`src/verilog/pam_pkg.sv`:
```
// Package for the Port A alternate-function mux: codes, widths, carriers
package pam_pkg;
   localparam int pam_pins = 6;
   localparam logic [1:0] pam_code_a = 2'h0;
   localparam logic [1:0] pam_code_b = 2'h1;
   localparam logic [1:0] pam_code_c = 2'h2;
   localparam logic [1:0] pam_code_d = 2'h3;
   localparam logic [5:0] pam_analog_capable = 6'h3a;

   // Pad-facing routing decision of one pin
   typedef enum {pam_gpio, pam_drive, pam_sense, pam_analog, pam_reserved} pam_use_t;

   // Peripheral outputs that may drive pads
   typedef struct packed {
      logic timer_zero_out;
      logic timer_one_out;
      logic uart_drive_enable;
      logic uart_transmit_line;
      logic comparator_out;
   } pam_periph_out_t;

   // Inputs fed from pads to peripherals
   typedef struct packed {
      logic timer_zero_in;
      logic timer_one_in;
      logic ext_clock_in;
      logic uart_clear_to_send;
      logic uart_receive_line;
      logic ext_reset_in;
   } pam_periph_in_t;

   // Per-pin pad controls
   typedef struct packed {
      logic [5:0] out;
      logic [5:0] oe;
      logic [5:0] af_active;
      logic [5:0] analog;
   } pam_pad_t;
endpackage

```
`src/verilog/pam_pin_decode.sv`:
```
// Per-pin decode of the two-bit function code to a routing class
`timescale 1ns/1ns
module pam_pin_decode
   import pam_pkg::*;
#(
   parameter int pin = 0
) (
   // Selection
   input wire logic enable,
   input wire logic [1:0] code,
   // Result
   output pam_pkg::pam_use_t use_kind
);
   always_comb begin
      use_kind = pam_reserved;
      if (!enable) begin
         use_kind = pam_gpio;
      end else begin
         unique case (pin)
            0: use_kind = (code == pam_code_a) ? pam_sense :
                          (code == pam_code_d) ? pam_drive : pam_reserved;
            1: use_kind = (code == pam_code_a) ? pam_drive : (code == pam_code_c) ? pam_sense :
                          (code == pam_code_d) ? pam_analog : pam_reserved;
            2: use_kind = (code == pam_code_b) ? pam_sense :
                          (code == pam_code_d) ? pam_reserved : pam_drive;
            3: use_kind = (code == pam_code_a || code == pam_code_c) ? pam_sense :
                          (code == pam_code_b) ? pam_drive : pam_analog;
            4: use_kind = (code == pam_code_a) ? pam_sense :
                          (code == pam_code_d) ? pam_analog : pam_reserved;
            5: use_kind = (code == pam_code_d) ? pam_analog :
                          (code == pam_code_c) ? pam_reserved : pam_drive;
            default: use_kind = pam_reserved;
         endcase
      end
   end
endmodule

```
`src/verilog/pam_port_a_mux.sv`:
```
// Port A alternate-function mux top: registers pad controls and peripheral inputs
`timescale 1ns/1ns
module pam_port_a_mux
   import pam_pkg::*;
#(
   parameter int pins = pam_pins
) (
   // Clock and reset
   input wire logic clock,
   input wire logic reset,
   // Software selection
   input wire logic [5:0] af_enable,
   input wire logic [5:0] func_select_low,
   input wire logic [5:0] func_select_high,
   // General-purpose I/O path
   input wire logic [5:0] gpio_out,
   input wire logic [5:0] gpio_oe,
   // Pads
   input wire logic [5:0] pad_in,
   output pam_pkg::pam_pad_t pad,
   // Peripherals
   input pam_pkg::pam_periph_out_t periph_out,
   output pam_pkg::pam_periph_in_t periph_in,
   output logic [5:0] reserved_selected
);
   import pam_pkg::*;

   typedef struct packed {
      pam_pad_t pad;
      pam_periph_in_t pin_in;
      logic [5:0] reserved;
   } pam_state_t;

   pam_state_t state;
   pam_state_t next_state;
   pam_use_t use_kind [pins];

   // Function code: func_select_low is the upper bit, func_select_high the lower
   for (genvar i = 0; i < pins; i++) begin : g_dec
      pam_pin_decode #(.pin(i)) u_dec (
         .enable(af_enable[i]),
         .code({func_select_low[i], func_select_high[i]}),
         .use_kind(use_kind[i])
      );
   end

   // Value a pin drives when its code selects an output function
   function automatic logic drive_value(input int p, input logic [1:0] c, input pam_periph_out_t po);
      logic v;
      v = 1'b0;
      unique case (p)
         0: v = ~po.timer_zero_out;
         1: v = po.timer_zero_out;
         2: v = (c == pam_code_a) ? po.uart_drive_enable : po.timer_one_out;
         3: v = po.comparator_out;
         5: v = (c == pam_code_a) ? po.uart_transmit_line : ~po.timer_one_out;
         default: v = 1'b0;
      endcase
      return v;
   endfunction

   always_comb begin
      next_state = '0;
      // Idle levels of inputs when not routed
      next_state.pin_in.uart_clear_to_send = 1'b1;
      next_state.pin_in.uart_receive_line = 1'b1;
      next_state.pin_in.ext_reset_in = 1'b1;
      for (int i = 0; i < pins; i++) begin
         next_state.pad.out[i] = gpio_out[i];
         next_state.pad.oe[i] = gpio_oe[i];
         next_state.pad.af_active[i] = (use_kind[i] != pam_gpio);
         unique case (use_kind[i])
            pam_gpio: begin
            end
            pam_drive: begin
               next_state.pad.out[i] = drive_value(i, {func_select_low[i], func_select_high[i]}, periph_out);
               next_state.pad.oe[i] = 1'b1;
            end
            pam_sense: begin
               next_state.pad.oe[i] = 1'b0;
               next_state.pad.out[i] = 1'b0;
            end
            pam_analog: begin
               next_state.pad.oe[i] = 1'b0;
               next_state.pad.out[i] = 1'b0;
               next_state.pad.analog[i] = pam_analog_capable[i];
            end
            pam_reserved: begin
               next_state.pad.oe[i] = 1'b0;
               next_state.pad.out[i] = 1'b0;
               next_state.reserved[i] = 1'b1;
            end
         endcase
      end
      if (use_kind[0] == pam_sense) next_state.pin_in.timer_zero_in = pad_in[0];
      if (use_kind[1] == pam_sense) next_state.pin_in.ext_clock_in = pad_in[1];
      if (use_kind[2] == pam_sense) next_state.pin_in.ext_reset_in = pad_in[2];
      if (use_kind[3] == pam_sense) begin
         if (func_select_low[3]) begin
            next_state.pin_in.timer_one_in = pad_in[3];
         end else begin
            next_state.pin_in.uart_clear_to_send = pad_in[3];
         end
      end
      if (use_kind[4] == pam_sense) next_state.pin_in.uart_receive_line = pad_in[4];
   end

   always_ff @(posedge clock or posedge reset) begin
      if (reset) begin
         state <= '0;
         state.pin_in.uart_clear_to_send <= 1'b1;
         state.pin_in.uart_receive_line <= 1'b1;
         state.pin_in.ext_reset_in <= 1'b1;
      end else begin
         state <= next_state;
      end
   end

   assign pad = state.pad;
   assign periph_in = state.pin_in;
   assign reserved_selected = state.reserved;
endmodule

```
`config.mk`:
```
export PLATFORM = sky130hd
export DESIGN_NAME = pam_port_a_mux
export DESIGN_NICKNAME = d
export VERILOG_FILES = /design/src/verilog/pam_pkg.sv /design/src/verilog/pam_pin_decode.sv /design/src/verilog/pam_port_a_mux.sv
export SDC_FILE = /design/constraint.sdc
export NUM_CORES = 1
export LEC_CHECK = 0
export BUFFER_PORTS_ARGS = -buffer_cell sky130_fd_sc_hd__buf_2
export CELL_PAD_IN_SITES_DETAIL_PLACEMENT = 1
export CELL_PAD_IN_SITES_GLOBAL_PLACEMENT = 1
export CORE_ASPECT_RATIO = 1.4
export CORE_MARGIN = 5
export CORE_UTILIZATION = 31
export CTS_CLUSTER_DIAMETER = 150
export DETAILED_ROUTE_END_ITERATION = 10
export GPL_TIMING_DRIVEN = 1
export PLACE_DENSITY = 0.86
export REMOVE_ABC_BUFFERS = 1
export SLEW_MARGIN = 30
export SYNTH_ARGS = -nofsm -noshare
export SYNTH_HDL_FRONTEND = slang
export SYNTH_SLANG_ARGS = --single-unit
```
`constraint.sdc`:
```
create_clock -name clock -period 1 [get_ports clock]
set_input_delay 0.15 -clock clock [delete_from_list [all_inputs] [get_ports clock]]
set_output_delay 0.15 -clock clock [all_outputs]
set_load 0.01 [all_outputs]
```
# Word level (Yosys, flattened, before mapping)
# Cells that the tools add are included.
# Widths: inputs -> output; s select.
op_classes:
  muxes: 51
  eq_ne: 39
  reduce_logical: 20
  n_bitwise: 2
ops:
  columns: ["cell", "n"]
  rows:
  - ["$mux 32", 13]
  - ["$eq 32x2->1 const B", 12]
  - ["$eq 32x3->1 const B", 11]
  - ["$eq 32x1->1 const B", 6]
  - ["$reduce_bool 32->1", 6]
  - ["$pmux 1 s2", 11]
  - ["$mux 1", 21]
  - ["$reduce_or 3->1", 6]
  - ["$eq 2x2->1 const B", 8]
  - ["$mux 3", 5]
  - ["$logic_not 2->1", 6]
  - ["$eq 2x1->1 const B", 2]
  - ["$reduce_or 4->1", 1]
  - ["$mux 2", 1]
  - ["$not 1->1", 2]
  - ["$logic_or 1x1->1", 1]
totals:
  reg_bits: 34
  wordCells: 123
  out_inout_bits: 36

# Depth between registers and ports, before layout
logic_depth:
  ltp_word: 8
  depth_mapped: 5

# Hierarchy
# Synthesis repeated with hierarchy kept, for this count alone.
hier_totals:
  hier_cells: 425
  area_unflattened_um2: 3537.1
by_module_without_submodules:
  columns: ["mod", "cells_per_inst", "n_inst", "area_each_um2"]
  rows:
  - ["pam_port_a_mux", 212, 1, 1958.1]
  - ["pam_pin_decode at g_dec[1].u_dec", 40, 1, 307.8]
  - ["pam_pin_decode at g_dec[0].u_dec", 37, 1, 272.8]
  - ["pam_pin_decode at g_dec[4].u_dec", 34, 1, 256.5]
  - ["pam_pin_decode at g_dec[2].u_dec", 33, 1, 247.7]
  - ["pam_pin_decode at g_dec[5].u_dec", 35, 1, 247.7]
  - ["pam_pin_decode at g_dec[3].u_dec", 34, 1, 246.5]

# Worst setup path after synthesis
# OpenSTA, ideal clock, no wires.
synth_timing:
  kind: "input-to-reg"
  startpoint: "input func_select_low[0]"
  endpoint: "register state, in the netlist pad[6]"
  path_slack_ns: -0.149
  t_arrival_ns: 1.029
  setup_ns: 0.120
  stages: 4
  cell_sequence: "inv_1 -> ha_1 -> or3_1 -> and2_2"
synth_rtl:
  columns: ["element", "line", "rtl"]
  rows:
  - ["start, declared", "pam_port_a_mux.sv:13", "input wire logic [5:0] func_select_low,"]
  - ["end signal, assigned", "pam_port_a_mux.sv:115", "state <= next_state;"]
  - ["end, declared", "pam_port_a_mux.sv:34", "pam_state_t state;"]

# Final worst setup path
layout_timing:
  startpoint: "register state, in the netlist periph_in[1]"
  endpoint: "output periph_in[1] (netlist name)"
layout_rtl:
  columns: ["element", "line", "rtl"]
  rows:
  - ["end, declared", "pam_port_a_mux.sv:23", "output pam_pkg::pam_periph_in_t periph_in,"]
# No word-level cell between the ends.

==> reports/results.tsv <==
stage	metric	value	unit
timing	finalCritPeriodShare	105	%
final_layout	finalCoreUtilization	46.2	%
detailed_routing	detailedRoute.firstPassIterationCount	4	
floorplanning	fp.coreArea	4240	sq um
synth	portion_of_synthesized_cell_area_occupied_by_the_leading_cell_type	55.1	%
timing	final-max-slew-violation-count	0	
grt	grtUsageTotal	12.7	%
critical_path	timing.critical_path.slowest_stage_cell	dfstp_2	
detailed_routing	detail_route.wirelength	3.32	mm
timing	hold_viol	0	
synth	synth_top_cell_by_area	dfrtp_1	
placed_design	port_buffers	74	
detailed_routing	remaining_drc_errors	0	
placed_design	hpwl	2.80	mm
floorplanning	fp.dieArea	5840	sq um
floorplanning	fp.dieH	88.4	microns
critical_path	crit_path_max_fanout	1	
grt	maximum_number_of_pins_on_one_net_before_global_route_repair	24	
timing	final.min_clock_period	1050	ps
timing	maxClockFrequency	953	MHz
pwr	worst_ir_drop_vdd	1.05	mV
status	outcome	finished with violations	
floorplanning	fp.dieW	66.0	microns
timing	finalSetupViolCount	3	
synth	synth_enable_flop_cells	0	
timing	rsz0062_at_grt	yes	
critical_path	worst_setup_path_end_kind	primary output	
synth	yosys.cell_types.count	31	
detailed_routing	number_of_drc_markers_after_the_initial_detailed_route_iteration	15	
pwr	power_leakage	1.11	nW
worst_hold_path	holdCritPathClass	in2reg	
synth	synth_top_cells_by_area	dfrtp_1 55%, ha_1 7.4%, dfstp_2 5.8%, inv_1 4.4%, nand3_1 1.8%	
critical_path	worstPathBufferInverterCount	1	
cts	cts_buffer_depth	2	
critical_path	cp_top_family	flip-flops	
placed_design	gpl.final_weighted_congestion	0.684	
synth	yosysWarnings	0	
grt	gr-total-overflow	0	
cts	tritoncts_clock_tree	yes	
pwr	pwr_density_cell	1450	nW/um^2
final_layout	post_route_cells_drive_above_1_share	47.3	%
cts	cts_buffers	5	
floorplanning	pin_count	79	
critical_path	worst-endpoint-required	850	ps
cts	clock_tree.root_cell	clkbuf_8	
detailed_routing	drt_wl_cell	12.7	microns
detailed_routing	post_drt_via_cell_ratio	4.38	
cts	clock-sinks	33	
synth	synthArstFlopShare	100	%
final_layout	area.growth.synth_to_final	43.8	%
grt	grt_pass1_vias	1287	
detailed_routing	route.vias.total	1143	
final_layout	nets	252	
final_layout	n_fill_cell	494	
synth	synth.yosys.seq_area_share	60.9	%
run	maxCapViolCount	0	
critical_path	critPathKind	reg2out	
final_layout	n_antenna_cell	0	
synth	ys_top_cells_by_count	30 x dfrtp_1, 16 x inv_1, 8 x ha_1	
synth	mean_area_per_synthesized_cell	11.6	sq um
critical_path	cp_cell_sequence	buf_6	
grt	initial_antenna_violation_count	0	
floorplanning	floorplan.initialDensity	32.1	%
timing	final.setup.worst_slack	-49.6	ps
cts	htreeDepth	2	
status	failed_checks	negative setup slack	
critical_path	critical_path.startpoint_type	register	
synth	instance_count_of_the_mapped_netlist	117	
synth	yosysMostFrequentCell	dfrtp_1	
detailed_routing	detail-route-antenna-nets	0	
synth	syn-cell-area	1360	sq um
grt	global_route_wire_length_before_repair	5.63	mm
synth	synth-main-ff-cell	dfrtp_1	
critical_path	critPathMaxStageDelay	530	ps
synth	synth-seq-cells	33	
timing	hold-worst-slack	50.0	ps
critical_path	data_arrival_time_of_the_worst_path	900	ps
cts	clock_pin_slew_on_the_worst_setup_and_hold_paths	60	ps
cts	post_cts_buffers	0	
floorplanning	num_rows	28	
==> per-stage QoR <==
step / area, sq um / total power, mW / setup slack (ps) / TNS [ps] / cells
2_1_floorplan: 1330 / 1.65 / -149 / -309 / 112
3_3_place_gp: 1830 / 1.87 / -263 / -1090 / 253
3_5_place_dp: 1830 / 1.89 / -314 / -1550 / 253
4_1_cts: 1960 / 2.91 / -71.0 / -186 / 261
5_1_grt: 1960 / 3.04 / -89.6 / -243 / 261
6_report: 1960 / 2.85 / -49.6 / -128 / 261
==> state kept, by name, summed over array words and instances (netlist names) <==
name / cells
pad: 22
reserved_selected: 5
periph_in: 6
==> path summary, 6_finish.rpt <==
path / end / cells after the start / slack (ps) / start
worst max-delay path: periph_in[1] / 1 / -50 / periph_in[1]
min in group asynchronous: pad[5] / 4 / 460 / reset
worst min-delay path: pad[10] / 1 / 50 / af_enable[4]
max in group asynchronous: periph_in[2] / 4 / 200 / reset
==> kinds of logic after synthesis <==
logic type      count (synthesis)  synth area share [%]
simple gates                   36                  15.3
flops                          33                  60.9
buf+inv                        23                  7.17
compound gates                 12                  5.79
fa+ha+maj                       8                  7.35
mux                             4                  3.12
other cells                     1                 0.275
==> cell usage in the layout, fill, tap and decap left out, drive strengths merged, types with 2 or more instances in the layout <==
master / count
nor2b: 4
nor4: 2
and3b: 2
nor2: 5
or4b: 2
nand2: 6
dfstp: 3
clkbuf: 7
conb: 3
and3: 3
mux2: 2
buf: 81
o21ai: 4
o22ai: 2
mux2i: 2
ha: 8
nand3: 5
nand2b: 2
dfrtp: 30
inv: 16
==> power by group <==
part / leakage, nW / internal [mW] / switching [mW] / total, mW
Sequential: 0.415 / 1.41 / 0.0173 / 1.43
Combinational: 0.650 / 0.213 / 0.232 / 0.445
Clock: 0.0443 / 0.545 / 0.427 / 0.972
Total: 1.11 / 2.17 / 0.676 / 2.85
==> final cells by class <==
class / instances / area [sq um] / share of cell area, %
sequential: 33 / 830 / 42.4
multi-input combinational: 63 / 454 / 23.2
timing repair buffer: 82 / 452 / 23.1
clock buffer: 7 / 86.3 / 4.41
tap: 60 / 75.1 / 3.84
inverter: 16 / 60.1 / 3.07
==> layer usage <==
metal / track usage [%] / vias to the layer above / wire length [microns]
li1: - / 538 / -
met1: 11.2 / 544 / 1040
met2: 25.4 / 55 / 1890
met3: 4.96 / 6 / 348
met4: 4.44 / 0 / 46
met5: 0 / - / 0
==> what timing repair did <==
item,CTS,global route
gates resized for setup,4,0
hold buffers,1,0
setup endpoints to repair,4,3
pin swaps,0,0
endpoints found under the hold margin,30,0
No activity file was read; power rests on OpenSTA's default activity.
